**config.mk**
```make
export PLATFORM = sky130hd
export DESIGN_NAME = spim_port
export DESIGN_NICKNAME = d
export VERILOG_FILES = /design/src/design/spim_pkg.sv /design/src/design/spim_shifter.sv /design/src/design/spim_port.sv
export SDC_FILE = /design/constraint.sdc
export NUM_CORES = 1
export LEC_CHECK = 0
export BUFFER_PORTS_ARGS = -buffer_cell sky130_fd_sc_hd__buf_2
export CAP_MARGIN = 20
export CORE_MARGIN = 2
export CORE_UTILIZATION = 40
export CTS_CLUSTER_SIZE = 40
export DETAILED_ROUTE_END_ITERATION = 8
export GPL_ROUTABILITY_DRIVEN = 0
export PLACE_DENSITY = 0.64
export SLEW_MARGIN = 25
export SYNTH_ARGS = -nofsm -noshare
export SYNTH_HDL_FRONTEND = slang
export SYNTH_SLANG_ARGS = --single-unit
export TNS_END_PERCENT = 5
```
**constraint.sdc**
```tcl
create_clock -name pclk -period 2.5 [get_ports pclk]
set_clock_uncertainty 0.1 [all_clocks]
set_input_delay 0.125 -clock pclk [delete_from_list [all_inputs] [get_ports pclk]]
set_output_delay 0.125 -clock pclk [all_outputs]
set_load 0.01 [all_outputs]
```
**src/design/spim_pkg.sv**
```systemverilog
// constants, register map and carrier types of the master spi port
`default_nettype none
package spim_pkg;
   // register byte offsets on apb
   localparam logic [7:0] data_off = 8'h00;
   localparam logic [7:0] status_off = 8'h04;
   localparam logic [7:0] control_off = 8'h08;
   localparam logic [7:0] format_off = 8'h0c;
   localparam logic [7:0] baud_off = 8'h10;
   // status bit positions
   localparam int rx_done_pos = 7;
   localparam int tx_done_pos = 6;
   localparam int tx_empty_pos = 5;
   // control bit positions
   localparam int rx_irq_en_pos = 7;
   localparam int tx_irq_en_pos = 6;
   localparam int tx_empty_irq_en_pos = 5;
   localparam int rx_en_pos = 4;
   localparam int tx_en_pos = 3;
   // format bit positions
   localparam int mode_hi_pos = 7;
   localparam int mode_lo_pos = 6;
   localparam int order_pos = 2;
   localparam int phase_pos = 1;
   localparam int polarity_pos = 0;
   // reset values, frame length and divisor width
   localparam logic [7:0] control_rst = 8'h00;
   localparam logic [7:0] format_rst = 8'h06;
   localparam logic [11:0] baud_rst = 12'h000;
   localparam int frame_bits = 8;
   localparam int baud_w = 12;

   typedef struct packed {
      logic polarity;
      logic phase;
      logic lsb_first;
   } spi_fmt_s;

   typedef struct packed {
      logic sclk;
      logic sclk_oe;
      logic mosi;
      logic mosi_oe;
   } spi_pins_s;
endpackage : spim_pkg
`default_nettype wire

```
**src/design/spim_shifter.sv**
```systemverilog
// one 8-bit full duplex spi frame engine with baud divider
`default_nettype none
module spim_shifter (
   input wire logic pclk,
   input wire logic presetn,
   input wire logic start,
   input wire logic [7:0] tx_byte,
   input wire logic [11:0] baud_divisor,
   input wire spim_pkg::spi_fmt_s fmt,
   input wire logic miso_sync,
   output logic busy,
   output logic done,
   output logic [7:0] rx_byte,
   output logic sclk,
   output logic mosi
);
   logic [11:0] div_r;
   logic [3:0] edge_r;
   logic [7:0] sh_r;
   logic [7:0] in_r;
   logic tick;
   logic lead;
   logic last;
   logic in_bit;

   assign tick = busy && (div_r == 12'h000);
   assign lead = ~edge_r[0];
   assign last = (edge_r == 4'hf);
   assign in_bit = miso_sync;

   // divider and edge counter; each tick is half an spi clock: f/(2(n+1))
   always_ff @(posedge pclk or negedge presetn) begin
      if (!presetn) begin
         div_r <= 12'h000;
         edge_r <= 4'h0;
         busy <= 1'b0;
      end else if (start && !busy) begin
         div_r <= baud_divisor;
         edge_r <= 4'h0;
         busy <= 1'b1;
      end else if (busy) begin
         if (tick) begin
            div_r <= baud_divisor;
            edge_r <= edge_r + 4'h1;
            if (last) begin
               busy <= 1'b0;
            end
         end else begin
            div_r <= div_r - 12'h001;
         end
      end
   end

   always_ff @(posedge pclk or negedge presetn) begin
      if (!presetn) begin
         done <= 1'b0;
      end else begin
         done <= tick && last;
      end
   end

   // clock toggles on each tick, idles at polarity
   always_ff @(posedge pclk or negedge presetn) begin
      if (!presetn) begin
         sclk <= 1'b0;
      end else if (!busy) begin
         sclk <= fmt.polarity;
      end else if (tick) begin
         sclk <= last ? fmt.polarity : ~sclk;
      end
   end

   // sample on leading edge for phase 0, trailing for phase 1
   always_ff @(posedge pclk or negedge presetn) begin
      if (!presetn) begin
         sh_r <= 8'h00;
         in_r <= 8'h00;
         mosi <= 1'b1;
      end else if (start && !busy) begin
         sh_r <= tx_byte;
         mosi <= fmt.lsb_first ? tx_byte[0] : tx_byte[7];
      end else if (tick) begin
         if (lead ^ fmt.phase) begin
            // sample edge
            in_r <= fmt.lsb_first ? {in_bit, in_r[7:1]} : {in_r[6:0], in_bit};
         end else begin
            // setup edge; phase 1 drives the first bit on the first edge
            if (!(fmt.phase && edge_r == 4'h0)) begin
               sh_r <= fmt.lsb_first ? {1'b0, sh_r[7:1]} : {sh_r[6:0], 1'b0};
            end
            if (fmt.phase && edge_r == 4'h0) begin
               mosi <= fmt.lsb_first ? sh_r[0] : sh_r[7];
            end else if (!last) begin
               mosi <= fmt.lsb_first ? sh_r[1] : sh_r[6];
            end
         end
      end
   end

   assign rx_byte = in_r;
endmodule : spim_shifter
`default_nettype wire

```
**src/design/spim_port.sv**
```systemverilog
// apb master-only spi port with buffered transmit and two-level receive
// What this block does
// - baud divisor resets to zero.
// - transmitter enable gives the output pin to serial data.
// - receiver enable, with the transmitter also enabled, takes the input pin as serial input.
// - clock pin carries transfer clock when transmitter enabled and clock pin direction is set.
// - every transfer starts with a data register write.
// - written byte waits in buffer, moves to shifter when free.
// - on receive overflow the newest byte is dropped.
// - framing, overrun and parity flags always read zero.
// - receive-complete at bit 7 is high while unread data is held.
// - disabling the receiver flushes the receive buffer.
// - transmit-complete at bit 6 sets when shifter and buffer are empty.
// - transmit-complete clears on interrupt service or written one.
// - buffer-empty at bit 5 is one when buffer free, set at reset.
// - receive interrupt needs enable bit 7, global flag and flag.
// - transmit interrupt needs enable bit 6, global flag and flag.
// - spi master mode only when both mode select bits are one.
// - eight bits per frame, order chosen by data-order bit.
// - polarity and phase select spi modes 0 to 3.
// - clock rate is system clock over twice divisor plus one.
//
// Chosen here: the APB register port and the register addresses.
`default_nettype none
module spim_port (
   input wire logic pclk,
   input wire logic presetn,
   input wire logic psel,
   input wire logic penable,
   input wire logic pwrite,
   input wire logic [7:0] paddr,
   input wire logic [31:0] pwdata,
   output logic [31:0] prdata,
   output logic pready,
   output logic pslverr,
   input wire logic global_irq_enable,
   input wire logic tx_done_irq_ack,
   input wire logic clock_pin_direction,
   input wire logic serial_in_pin,
   output spim_pkg::spi_pins_s pins,
   output logic rx_done_irq,
   output logic tx_done_irq,
   output logic tx_empty_irq,
   output logic serial_in_used
);
   logic [7:0] control_r;
   logic [7:0] format_r;
   logic [11:0] baud_divisor_r;
   logic [7:0] tx_buf_r;
   logic tx_full_r;
   logic [7:0] rx_buf0_r;
   logic [7:0] rx_buf1_r;
   logic [1:0] rx_cnt_r;
   logic tx_done_r;
   logic miso_s1_r;
   logic miso_s2_r;
   logic wr;
   logic rd;
   logic data_wr;
   logic data_rd;
   logic start;
   logic busy;
   logic done;
   logic [7:0] rx_byte;
   logic sclk;
   logic mosi;
   logic tx_en;
   logic rx_en;
   logic spi_mode;
   logic addr_ok;
   spim_pkg::spi_fmt_s fmt;

   assign wr = psel && penable && pwrite;
   assign rd = psel && penable && !pwrite;
   assign pready = 1'b1;
   assign addr_ok = (paddr == spim_pkg::data_off) || (paddr == spim_pkg::status_off)
      || (paddr == spim_pkg::control_off) || (paddr == spim_pkg::format_off)
      || (paddr == spim_pkg::baud_off);
   assign pslverr = psel && penable && !addr_ok;
   assign data_wr = wr && (paddr == spim_pkg::data_off);
   assign data_rd = rd && (paddr == spim_pkg::data_off);

   assign tx_en = control_r[spim_pkg::tx_en_pos];
   assign rx_en = control_r[spim_pkg::rx_en_pos] && tx_en;
   assign spi_mode = format_r[spim_pkg::mode_hi_pos] && format_r[spim_pkg::mode_lo_pos];
   assign fmt.polarity = format_r[spim_pkg::polarity_pos];
   assign fmt.phase = format_r[spim_pkg::phase_pos];
   assign fmt.lsb_first = format_r[spim_pkg::order_pos];

   // frame starts only in spi mode with the transmitter on
   assign start = tx_full_r && !busy && tx_en && spi_mode;

   // pin input passes two flops before the shifter sees it
   always_ff @(posedge pclk or negedge presetn) begin
      if (!presetn) begin
         miso_s1_r <= 1'b0;
         miso_s2_r <= 1'b0;
      end else begin
         miso_s1_r <= serial_in_pin;
         miso_s2_r <= miso_s1_r;
      end
   end

   spim_shifter u_shifter (
      .pclk(pclk),
      .presetn(presetn),
      .start(start),
      .tx_byte(tx_buf_r),
      .baud_divisor(baud_divisor_r),
      .fmt(fmt),
      .miso_sync(miso_s2_r),
      .busy(busy),
      .done(done),
      .rx_byte(rx_byte),
      .sclk(sclk),
      .mosi(mosi)
   );

   // configuration registers
   always_ff @(posedge pclk or negedge presetn) begin
      if (!presetn) begin
         control_r <= spim_pkg::control_rst;
         format_r <= spim_pkg::format_rst;
         baud_divisor_r <= spim_pkg::baud_rst;
      end else if (wr) begin
         if (paddr == spim_pkg::control_off) begin
            control_r <= {pwdata[7:3], 3'b000};
         end else if (paddr == spim_pkg::format_off) begin
            format_r <= {pwdata[7:6], 3'b000, pwdata[2:0]};
         end else if (paddr == spim_pkg::baud_off) begin
            baud_divisor_r <= pwdata[11:0];
         end
      end
   end

   // transmit buffer; a write while full is dropped
   always_ff @(posedge pclk or negedge presetn) begin
      if (!presetn) begin
         tx_buf_r <= 8'h00;
         tx_full_r <= 1'b0;
      end else if (data_wr && !tx_full_r && tx_en) begin
         tx_buf_r <= pwdata[7:0];
         tx_full_r <= 1'b1;
      end else if (start) begin
         tx_full_r <= 1'b0;
      end
   end

   // two-level receive queue; third byte lost while both held
   always_ff @(posedge pclk or negedge presetn) begin
      if (!presetn) begin
         rx_buf0_r <= 8'h00;
         rx_buf1_r <= 8'h00;
         rx_cnt_r <= 2'd0;
      end else if (!rx_en) begin
         rx_cnt_r <= 2'd0;
      end else begin
         case ({done, data_rd && (rx_cnt_r != 2'd0)})
            2'b10: begin
               if (rx_cnt_r == 2'd0) begin
                  rx_buf0_r <= rx_byte;
                  rx_cnt_r <= 2'd1;
               end else if (rx_cnt_r == 2'd1) begin
                  rx_buf1_r <= rx_byte;
                  rx_cnt_r <= 2'd2;
               end
               // full: newest byte dropped
            end
            2'b01: begin
               rx_buf0_r <= rx_buf1_r;
               rx_cnt_r <= rx_cnt_r - 2'd1;
            end
            2'b11: begin
               if (rx_cnt_r == 2'd1) begin
                  rx_buf0_r <= rx_byte;
               end else begin
                  rx_buf0_r <= rx_buf1_r;
                  rx_buf1_r <= rx_byte;
               end
            end
            default: begin
            end
         endcase
      end
   end

   // set wins over clear
   always_ff @(posedge pclk or negedge presetn) begin
      if (!presetn) begin
         tx_done_r <= 1'b0;
      end else if (done && !tx_full_r) begin
         tx_done_r <= 1'b1;
      end else if (tx_done_irq_ack || (wr && paddr == spim_pkg::status_off
            && pwdata[spim_pkg::tx_done_pos])) begin
         tx_done_r <= 1'b0;
      end
   end

   // read mux; error flags bits 4:2 read zero
   always_ff @(posedge pclk or negedge presetn) begin
      if (!presetn) begin
         prdata <= 32'h0000_0000;
      end else if (psel && !penable && !pwrite) begin
         prdata <= 32'h0000_0000;
         if (paddr == spim_pkg::data_off) begin
            prdata[7:0] <= rx_buf0_r;
         end else if (paddr == spim_pkg::status_off) begin
            prdata[spim_pkg::rx_done_pos] <= rx_cnt_r != 2'd0;
            prdata[spim_pkg::tx_done_pos] <= tx_done_r;
            prdata[spim_pkg::tx_empty_pos] <= !tx_full_r;
            prdata[4:0] <= 5'b0_0000;
         end else if (paddr == spim_pkg::control_off) begin
            prdata[7:0] <= control_r;
         end else if (paddr == spim_pkg::format_off) begin
            prdata[7:0] <= format_r;
         end else if (paddr == spim_pkg::baud_off) begin
            prdata[11:0] <= baud_divisor_r;
         end
      end
   end

   // pin ownership
   assign pins.mosi = tx_en ? mosi : 1'b1;
   assign pins.mosi_oe = tx_en;
   assign pins.sclk = sclk;
   assign pins.sclk_oe = tx_en && clock_pin_direction;
   assign serial_in_used = rx_en;

   // level requests
   assign rx_done_irq = control_r[spim_pkg::rx_irq_en_pos] && global_irq_enable
      && (rx_cnt_r != 2'd0);
   assign tx_done_irq = control_r[spim_pkg::tx_irq_en_pos] && global_irq_enable
      && tx_done_r;
   assign tx_empty_irq = control_r[spim_pkg::tx_empty_irq_en_pos] && global_irq_enable
      && !tx_full_r;
endmodule : spim_port
`default_nettype wire

```
Word level (Yosys, flattened, before mapping):

Index checks and enable logic that the tools add are counted.

* input bits: 49
* output and inout bits: 42
* register bits: 100

* add/sub/neg operators: 3
* reductions and logical operators: 61
* equal/unequal tests: 18
* muxes and demuxes: 51
* bitwise operators: 6

Operator list (count)
* $mux 8: 14
* $mux 12: 4
* $logic_and 1x1->1: 30
* $mux 4: 7
* $pmux 8 s3: 1
* $mux 1: 20
* $eq 8x4->1 const B: 2
* $pmux 8 s2: 1
* $reduce_and 3->1: 5
* $logic_not 12->1: 1
* $reduce_bool 2->1: 6
* $sub 12x1->12 const B: 1
* $eq 8x3->1 const B: 1
* $eq 8x5->1 const B: 1
* $logic_not 8->1: 1
* $ne 2x2->1 const B: 4
* $reduce_and 4->1: 2
* $mux 2: 3
* $reduce_and 2->1: 3
* $logic_not 1->1: 5
* $logic_or 1x1->1: 5
* $not 1->1: 5
* $add 4x1->4 const B: 1
* $eq 2x1->1 const B: 2
* 12 further kinds: 14

Longest topological paths before layout:

Gate-level depths: netlist of the first run.

* depth after elaboration: 7
* mapped depth: 8
* mapped depth without buffers: 6

By module:

Synthesis of the first run repeated with hierarchy kept, for this count alone.

* cell total of the unflattened synthesis: 520
* area total of the unflattened synthesis: 5360.1 µm²

By module, submodules not included
* spim_port: area each 3155.5 µm², cells an instance 277, times used 1
* spim_shifter: area each 2204.6 µm², cells an instance 243, times used 1

Worst setup path after synthesis of the first run:

Ideal clock, no wire load.

* path kind: register -> register
* start: register rx_cnt_r[0]
* end: register rx_buf1_r[0]
* cell stages (with the launch flop): 9
* path buffers: 2
* slack: -0.172 ns
* arrival time: 2.446 ns
* required time: 2.275 ns
* setup time: 0.125 ns
* clock period less this slack: 2.672 ns
* path through: dfrtp_1 -> inv_1 -> ha_1 -> clkbuf_1 -> or4bb_1 -> or4_1 -> a211o_1 -> buf_6 -> mux2_4

* word-level cells in the longest chain between the ends: 5
* elaborated cells between the ends (all ways): 13
* those cells by class: eq/ne (5); mux (3); reduce/logical (5)

Ends and longest elaborated chain
* start: declaration: RTL line spim_port.sv:53 `logic [1:0] rx_cnt_r;`
* start signal: assignment: RTL line spim_port.sv:171 `rx_cnt_r <= rx_cnt_r - 2'd1;`
* $reduce_bool 2->1: RTL line spim_port.sv:158 `case ({done, data_rd && (rx_cnt_r != 2'd0)})`
* $logic_and 1x1->1: RTL line spim_port.sv:158
* $eq 2x2->1: RTL line spim_port.sv:158
* $ne 2x2->1 (no source line) / $reduce_bool 2->1 (equally long branches)
* $reduce_and 4->1 (no source line)
* end signal: assignment: RTL line spim_port.sv:164 `rx_buf1_r <= rx_byte;`
* end signal: assignment: RTL line spim_port.sv:178 `rx_buf1_r <= rx_byte;`
* end: declaration: RTL line spim_port.sv:52 `logic [7:0] rx_buf1_r;`

Parallel ways exist; a longest one is shown, timed or not. The select of a mux whose other input is x is not followed.
A chain may end at the register's enable or synchronous reset.

Worst setup path in the final report of the first run:

* start: register rx_cnt_r[1]
* end: register rx_buf1_r[6]

The elaborated chain is that of the path after synthesis.

==> summary.txt, run 1 <==
Outcome
  • Status: finished, final reports clean

Global route
  • Largest net degree at the start of global routing: 46
  • First-pass GRT wire length: 21900 um
  • Tot GR Track Use: 0.193
  • Initial antenna violation count: 0
  • Vias in the first global route: 4213
  • Grt ovf: 0

Critical path
  • CP required: 2.64 ns
  • CP Capture Type: flip-flop
  • Setup CP Type: flip-flop to flip-flop
  • CP peak stage delay: approximately 0.52 ns
  • CP Launch Type: flip-flop
  • CP max-delay cell: or4bb_1
  • Critical path peak fanout: 8
  • Worst R2R Setup Slack: 0.006 ns
  • Worst-path cell chain: inv_2, ha_4, or4bb_1, or4_4, a211o_4, mux2_4
  • Critical path arrival: roughly 2.6 ns

Job
  • Max cap viols: 0

Routing
  • Metal2 WL: 6060 um
  • Post-DRT Antenna Nets: 0
  • Routed wire per std cell: ~17 um
  • Drt pass-1 iters: 5
  • Top layer reached by signal wires: met4
  • DRC violation total after the first TritonRoute iteration: around 320
  • Final wirelength: 13200 um
  • Total number of vias: 4291
  • DR DRC count: 0
  • Met1 Wirelength: 6240 um
  • Routed wl met3: 731 um
  • Via density per instance: 5.62

Logic synthesis
  • Sequential fraction of the synthesis area: 0.460
  • Most used flip-flop cell after synthesis: dfrtp_1
  • Total of warnings raised by yosys: 0
  • Post-synth EDFFs: 0
  • Post-synthesis average cell area: 10.5 um^2
  • Share of flip-flops with an asynchronous set or reset: 1.00
  • #FFs+latches synth: 100
  • Number of distinct library cells after synthesis: 56
  • Cell area after synthesis: 5450 um^2
  • Cells after synthesis: 517

Clock tree
  • Num CTS Buffers: 9
  • Longest Clk Path Bufs: 2
  • CTS sink count: 100
  • Clock slew at reported path FFs: about 0.070 ns
  • Clock Latency Late Sink: 0.35 ns
  • Postcts setup bufs: 0
  • Number of H-tree levels: 3
  • Clock Tree Root: clkbuf_16
  • CTS tree: done

Finish
  • Util after Layout: 0.476
  • # diodes: 0
  • Syn-to-layout area delta: 16.1%
  • Layout cells sized above 1: 0.308
  • Final Cell Area: 6320 um^2
  • Commonest non-fill, non-tap cell in the layout: dfrtp_1
  • Final #Nets: 638
  • Most frequent cells in the layout: 97 x dfrtp_1, 68 x mux2_2, 54 x nand2_1
  • Fillcell total: between 1000 and 1500

Floorplanning
  • Die area: 14600 um^2
  • Die width: 121 um
  • Initial Utilization: 0.410
  • # IOs: 91
  • Rows: between 40 and 50
  • Chip Height: 121 um
  • Core ar.: 13300 um^2

STA
  • Fin crit share: 0.998
  • FMAX: approximately 400 MHz
  • Period minus WS final: 2.49 ns
  • Setup TNS: 0 ns
  • Final worst slack: roughly 0.0062 ns
  • Max-slew violations: 0
  • RSZ-0062 raised after global routing: yes
  • Worst-Margin Slew: 0.619 ns
  • Setup violations, final: 0
  • Max-slew headroom: 0.586
  • Final count of hold timing violations: 0

Power
  • Leak: 2.99 nW
  • Tot Pwr: 3.14 mW
  • Pwr Density: between 400 and 500 nW/um^2
  • VDD IR max: 0.000327 V

Placement
  • DP Worst Slack: -0.0619 ns
  • Cell Area, Placed: ~6000 um^2
  • Dpl hpwl: 9690 um
  • Port bufs: 49

Hold path
  • HP Class: input port to flip-flop
==> cells by family (layout without fill, tap and decap cells) <==
family | Yosys count | after routing | share of synthesized area
and+or+nand+nor | 163 | 163 | 0.159
DFF | 100 | 100 | 0.460
AOI/OAI and AO/OA | 84 | 84 | 0.111
muxes | 83 | 83 | 0.178
buffers and inverters | 76 | 127 | 0.0717
adders and majority gates | 6 | 6 | 0.0138
xor gates and xnor gates | 3 | 3 | 0.00482
other | 2 | 21 | 0.00138
==> repair_timing <==
action / CTS / global route
resized for setup: 3 / 4
pin swaps: 0 / 2
endpoints found under the setup margin: 8 / 16
endpoints found under the hold margin: 63 / 0
hold buffers: 12 / 0
==> layout make-up <==
type                            count  area (um^2)  area share
Multi-Input combinational cell    360         2650       0.419
Clock buffer                       11          243      0.0384
Clock inverter                      4         26.3     0.00416
Sequential cell                   100         2510       0.396
Inverter                           22         82.6      0.0131
Timing Repair Buffer               90          598      0.0946
Tap cell                          176          220      0.0348
==> flip-flops by register name, summed over array words and instances (netlist names) <==
name               flops
miso_s1_r              1
u_shifter.done         1
format_r               5
baud_divisor_r        12
tx_done_r              1
u_shifter.sclk         1
u_shifter.div_r       12
rx_cnt_r               2
rx_buf1_r              8
u_shifter.edge_r       4
control_r              5
rx_buf0_r              8
tx_buf_r               8
u_shifter.sh_r         8
tx_full_r              1
u_shifter.busy         1
prdata                12
u_shifter.mosi         1
miso_s2_r              1
u_shifter.rx_byte      8
==> power breakdown <==
part	internal, mW	switching (mW)
clock	0.696	0.606
sequential	1.64	0.0165
combinational	0.0682	0.114
==> synth_stat cells, types with 9 or more instances <==
library cell  count  share of area
mux2_2           68           0.14
o31ai_1           9          0.012
nor4_1           11          0.013
buf_4            23          0.032
nand4_1          14          0.016
clkbuf_1         24          0.017
o21ai_0          11          0.010
nor2_1           16          0.011
nand3_1          13          0.012
nor3_1           10         0.0092
a21oi_1           9         0.0083
dfrtp_1          97           0.45
nand2_1          54          0.037
inv_1            22          0.015
a31oi_1          12          0.014
==> through the flow <==
stage,instances,hold slack (ns)
after floorplan,536,-0.271
after global placement,736,0.0682
after detailed placement,736,0.0884
after CTS,763,0.00131
after global routing,763,0.00206
final,763,0.0137
==> worst paths after layout <==
check,startpoint,end,cells after the start
setup / recovery,rx_cnt_r[1],rx_buf1_r[6],6
hold / removal,pwdata[5],tx_buf_r[5],2
setup reg to reg,rx_cnt_r[1],rx_buf1_r[6],6
hold reg to reg,miso_s1_r,miso_s2_r,0
max in group asynchronous,presetn,format_r[1],3
min in group asynchronous,presetn,u_shifter.rx_byte[7],2
==> per-layer routing <==
layer | global-route usage | up-vias
met3 | 0.0415 | 13
met4 | 0.0574 | 0
met2 | 0.299 | 154
met1 | 0.271 | 2128
li1 | - | 1996
met5 | 0 | -
==> critical path: cells and delay by family (launching register included) <==
kind | cells | cell delay (ns)
AO/OA/AOI/OAI | 1 | 0.43
multiplexers | 1 | 0.32
adder cells (fa/ha/maj) | 1 | 0.15
flip-flops | 1 | 0.36
AND/OR/NAND/NOR | 2 | 0.95
buffers and inverters | 1 | 0.06
Power figures use the tool's default switching activity.
==> inputs of run 2 (changes only) <==
--- a/config.mk
+++ b/config.mk
@@ -8,11 +8,11 @@
 export BUFFER_PORTS_ARGS = -buffer_cell sky130_fd_sc_hd__buf_2
 export CAP_MARGIN = 20
 export CORE_MARGIN = 2
-export CORE_UTILIZATION = 40
+export CORE_UTILIZATION = 51
 export CTS_CLUSTER_SIZE = 40
 export DETAILED_ROUTE_END_ITERATION = 8
 export GPL_ROUTABILITY_DRIVEN = 0
-export PLACE_DENSITY = 0.64
+export PLACE_DENSITY = 0.78
 export SLEW_MARGIN = 25
 export SYNTH_ARGS = -nofsm -noshare
 export SYNTH_HDL_FRONTEND = slang
==> summary.txt, run 2 (synthesis gave the netlist of run 1 again) <==
Floorplanning
  • Die width: 107 um
  • # IOs: 91
  • Initial Utilization: 0.525
  • Rows: 37
  • Core ar.: 10400 um^2
  • Die area: 11500 um^2
  • Chip Height: 107 um

Hold path
  • Min-delay src: pwdata[6]
  • Hold Path Stages: 2
  • HP Class: input port to flip-flop
  • Hold endpoint: tx_buf_r[6]

Critical path
  • RR Startpoint: rx_cnt_r[1]
  • CP max-delay cell: or4bb_1
  • Worst-path cell chain: inv_2, ha_4, or4bb_1, or4_4, a211o_4, mux2_4
  • Worst R2R Setup Slack: -0.007 ns
  • CP Launch Type: flip-flop
  • Critical path peak fanout: 8
  • CP required: 2.66 ns
  • Critical path arrival: 2.66 ns
  • R2R depth: 6
  • Worst R2R End: rx_buf1_r[0]
  • CP Capture Type: flip-flop
  • CP peak stage delay: around 0.49 ns
  • Setup CP Type: flip-flop to flip-flop

Global route
  • Grt ovf: 0
  • First-pass GRT wire length: 21600 um
  • Vias in the first global route: between 4000 and 5000
  • Initial antenna violation count: 0
  • Tot GR Track Use: 0.240
  • Largest net degree at the start of global routing: 53

STA
  • Period minus WS final: 2.51 ns
  • Fin crit share: 1.00
  • RSZ-0062 raised after global routing: yes
  • Fin Hold WS: approximately 0.029 ns
  • FMAX: 399 MHz
  • Worst-Margin Slew: 0.639 ns
  • Final worst slack: -0.00674 ns
  • Max-slew headroom: 0.574
  • Max-slew violations: 0
  • Final count of hold timing violations: 0
  • Setup violations, final: 1

Outcome
  • Failing checks: setup timing
  • Status: finished, violations left

Routing
  • Total number of vias: 4477
  • Post-DRT Antenna Nets: 0
  • DR DRC count: 0
  • Via density per instance: 6.18
  • Routed wire per std cell: 18.2 um
  • DRC violation total after the first TritonRoute iteration: between 300 and 400
  • Final wirelength: 13200 um
  • Drt pass-1 iters: 4

Power
  • Tot Pwr: 3.11 mW
  • Pwr Density: between 400 and 500 nW/um^2
  • Leak: 2.99 nW
  • VDD IR max: 0.000237 V

Finish
  • Syn-to-layout area delta: 15.2%
  • Final #Nets: 639
  • # diodes: 0
  • Most frequent cells in the layout: 97 x dfrtp_1, 68 x mux2_2, 54 x nand2_1
  • Util after Layout: 0.605
  • Layout cells sized above 1: 0.309
  • Commonest non-fill, non-tap cell in the layout: dfrtp_1
  • Final Cell Area: roughly 6300 um^2
  • Top flop regs: baud_divisor_r x12, prdata x12, u_shifter.div_r x12

Clock tree
  • Clock Tree Root: clkbuf_8
  • Longest Clk Path Bufs: 2
  • Number of H-tree levels: 3
  • Clock Latency Late Sink: approximately 0.38 ns
  • CTS tree: done
  • Num CTS Buffers: 9
  • Clock slew at reported path FFs: about 0.090 ns
  • CTS sink count: 100

Placement
  • Dpl hpwl: roughly 9400 um
  • Cell Area, Placed: 5850 um^2
  • DP Worst Slack: -0.0624 ns
  • Port bufs: 49

Job
  • Max cap viols: 0
-- run 2: cell types whose count changed in the layout (fill, tap and decap cells not counted) --
cell and change:
clkinv_2 -1, clkbuf_16 -9, dlygate4sd3_1 +2, clkbuf_8 +10, nor4bb_1 -1, clkinvlp_4 -1
nor4bb_2 +1, bufinv_16 +3, buf_4 -1, clkinv_4 -1
-- run 2: area by class of cell --
type | count | area [um^2]
Fill cell | 828 | 4100
Multi-Input combinational cell | 360 | 2650
Sequential cell | 100 | 2510
Timing Repair Buffer | 91 | 611
Tap cell | 136 | 170
Clock buffer | 12 | 155
Clock inverter | 4 | 95.1
Inverter | 22 | 82.6
-- run 2: what timing repair did --
action	4_1_cts	5_1_grt
hold buffers	14	0
hold endpoints to repair	73	0
pin swaps	0	0
setup buffers	0	0
setup endpoints to repair	8	16
gates resized for setup	2	6
-- run 2: power breakdown --
part           total (mW)  switching [mW]  internal [mW]  leakage (nW)
Sequential           1.65          0.0170           1.63          1.37
Clock                1.27           0.555          0.719         0.127
Combinational       0.181           0.113         0.0686          1.50
-- run 2: per-stage QoR --
stage | instances | TNS (ns)
finish | 725 | -0.00674
global route | 725 | -0.289
CTS | 725 | 0
detailed placement | 695 | -0.440
global placement | 695 | -0.0543
floorplan | 536 | -0.744
-- run 2: metal layers --
metal	routed length, um	global-route usage	up-vias
met5	0	0	-
met4	344	0.0833	0
met3	1010	0.0363	36
met2	6140	0.375	232
met1	5730	0.342	2201
li1	-	-	2008
-- run 2: worst max-delay path by stage --
stage,start,endpoint,slack [ns],cells past startpoint
detailed placement,rx_cnt_r[1],rx_buf1_r[3],-0.06,6
CTS,rx_cnt_r[1],rx_buf1_r[3],0.003,6
global route,rx_cnt_r[1],rx_buf1_r[0],-0.05,6
finish,rx_cnt_r[1],rx_buf1_r[0],-0.007,6
floorplan,rx_cnt_r[0],rx_buf1_r[0],-0.09,8
global placement,rx_cnt_r[0],rx_buf1_r[2],-0.007,6
-- run 2: worst max-delay path, delay by kind of cell (launching register included) --
family                     cells  cell delay, ns
DFF                            1            0.39
buffers and inverters          1            0.07
and+or+nand+nor                2            0.92
muxes                          1            0.32
AOI/OAI and AO/OA              1            0.42
adders and majority gates      1            0.15
==> inputs of run 3 (changes only) <==
--- a/config.mk
+++ b/config.mk
@@ -5,12 +5,13 @@
 export SDC_FILE = /design/constraint.sdc
 export NUM_CORES = 1
 export LEC_CHECK = 0
-export BUFFER_PORTS_ARGS = -buffer_cell sky130_fd_sc_hd__buf_2
 export CAP_MARGIN = 20
+export CORE_ASPECT_RATIO = 1.1
 export CORE_MARGIN = 2
-export CORE_UTILIZATION = 51
+export CORE_UTILIZATION = 58
 export CTS_CLUSTER_SIZE = 40
 export DETAILED_ROUTE_END_ITERATION = 8
+export DONT_BUFFER_PORTS = 1
 export GPL_ROUTABILITY_DRIVEN = 0
 export PLACE_DENSITY = 0.78
 export SLEW_MARGIN = 25
==> summary.txt, run 3 (synthesis gave the netlist of run 1 again) <==
Outcome
  • Status: finished, violations left
  • Failing checks: hold timing

Floorplanning
  • Chip Height: 106 um
  • Die area: 10200 um^2
  • Initial Utilization: 0.588
  • Die width: 96.4 um
  • # IOs: 91
  • Rows: 37
  • Core ar.: 9260 um^2

STA
  • Final worst slack: 0.00389 ns
  • Period minus WS final: 2.50 ns
  • Max-slew violations: 0
  • Max-slew headroom: 0.531
  • FMAX: 401 MHz
  • Fin crit share: 0.998
  • Final count of hold timing violations: 100
  • Worst-Margin Slew: 0.697 ns
  • Setup TNS: 0 ns
  • RSZ-0062 raised after global routing: yes
  • Setup violations, final: 0
  • Fin Hold WS: -0.667 ns

Finish
  • Top flop regs: baud_divisor_r x12, prdata x12, u_shifter.div_r x12
  • FF/Latch Area: 2510 um^2
  • Util after Layout: 0.648
  • Layout cells sized above 1: 0.242
  • Fillcell total: 688
  • Most frequent cells in the layout: 97 x dfrtp_1, 68 x mux2_2, 53 x nand2_1
  • Area of the multi-input gates: 2650 um^2
  • Final Cell Area: about 6000 um^2
  • Syn-to-layout area delta: 10.2%
  • Commonest non-fill, non-tap cell in the layout: dfrtp_1
  • Final #Nets: approximately 590

Job
  • Max cap viols: 0

Placement
  • DP Worst Slack: -0.0974 ns
  • Cell Area, Placed: ~5600 um^2
  • Port bufs: 0
  • Dpl hpwl: 9180 um

Critical path
  • Setup CP Type: flip-flop to flip-flop
  • CP Capture Type: flip-flop
  • CP Launch Type: flip-flop
  • RR Startpoint: rx_cnt_r[0]
  • Critical path peak fanout: 8
  • Worst R2R Setup Slack: 0.004 ns
  • Critical path arrival: 2.67 ns
  • R2R depth: 6
  • Worst R2R End: rx_buf1_r[7]
  • CP required: 2.67 ns

Global route
  • Grt ovf: 0
  • Largest net degree at the start of global routing: 101
  • Vias in the first global route: 4228
  • Tot GR Track Use: 0.274
  • First-pass GRT wire length: 21400 um
  • Initial antenna violation count: 1

Clock tree
  • Postcts setup bufs: 0
  • Clock Tree Root: clkbuf_8
  • Cts hold-fix bufs: 18
  • CTS sink count: 100
  • Clock Latency Late Sink: 0.38 ns
  • Longest Clk Path Bufs: 2
  • CTS tree: done
  • Clock slew at reported path FFs: 0.10 ns
  • Number of H-tree levels: 3
  • Num CTS Buffers: 9

Routing
  • DRC violation total after the first TritonRoute iteration: 302
  • Via density per instance: 6.41
  • Routed wire per std cell: roughly 20 um
  • Post-DRT Antenna Nets: 0
  • DR DRC count: 0
  • Total number of vias: 4224
  • Final wirelength: 13200 um
  • Drt pass-1 iters: 6

Power
  • Tot Pwr: 2.99 mW
  • Leak: 2.76 nW
  • VDD IR max: 0.000356 V
  • Pwr Density: 499 nW/um^2

Hold path
  • HP Class: input port to asynchronous set/reset pin
==> run 3: cell types whose count changed in the layout (fill, tap and decap cells not counted), moves of 2 or more <==
| cell | previous run | this run |
|---|---|---|
| clkinvlp_4 | 0 | 2 |
| clkbuf_8 | 11 | 9 |
| buf_4 | 28 | 26 |
| dlygate4sd3_1 | 14 | 18 |
| buf_2 | 48 | 0 |
==> run 3: per-stage QoR <==
step	instances	hold WS (ns)
after floorplan	536	-0.271
after global placement	625	-0.268
after detailed placement	625	-0.269
after CTS	658	-0.679
after global routing	658	-0.682
final	659	-0.667
==> run 3: power by group <==
group	switching (mW)	leakage [nW]	internal, mW	total (mW)
combinational	0.0557	1.28	0.0475	0.103
sequential	0.0202	1.37	1.63	1.65
clock	0.574	0.112	0.661	1.23
total	0.650	2.76	2.34	2.99
==> run 3: how the worst max path moves through the flow <==
stage,start,end,slack [ns],cells after the start
6_report,rx_cnt_r[0],rx_buf1_r[7],0.004,6
3_3_place_gp,rx_cnt_r[0],rx_buf1_r[4],0.008,6
3_5_place_dp,rx_cnt_r[0],rx_buf1_r[4],-0.1,6
5_1_grt,rx_cnt_r[1],rx_buf1_r[5],-0.04,6
4_1_cts,rx_cnt_r[0],rx_buf1_r[5],0.004,6
2_1_floorplan,rx_cnt_r[0],rx_buf1_r[0],-0.09,8
==> run 3: critical path: stages, from the launching register on <==
cell and delay, ns:
dfrtp_1 0.38, inv_2 0.06, ha_4 0.16, or4bb_1 0.52, or4_4 0.43, a211o_4 0.42, mux2_4 0.32
==> run 3: timing repair <==
item | CTS | global route
hold endpoints to repair | 134 | 100
setup endpoints to repair | 8 | 15
gates resized for setup | 5 | 3
==> run 3: final cells by class <==
cell class,instances,share of cell area
multi-input combinational,360,0.442
sequential,100,0.418
timing repair buffer,44,0.0626
tap,117,0.0244
clock buffer,9,0.0206
clock inverter,6,0.0190
inverter,22,0.0138
antenna,1,0.000417
==> run 3: metal layers <==
metal / up-vias / part of all wire / global-route usage / wire, um
li1: 1896 / - / - / -
met2: 211 / 0.48 / 0.429 / 6320
met3: 31 / 0.070 / 0.0543 / 927
met4: 0 / 0.032 / 0.123 / 420
met1: 2086 / 0.42 / 0.366 / 5540
met5: - / 0 / 0 / 0
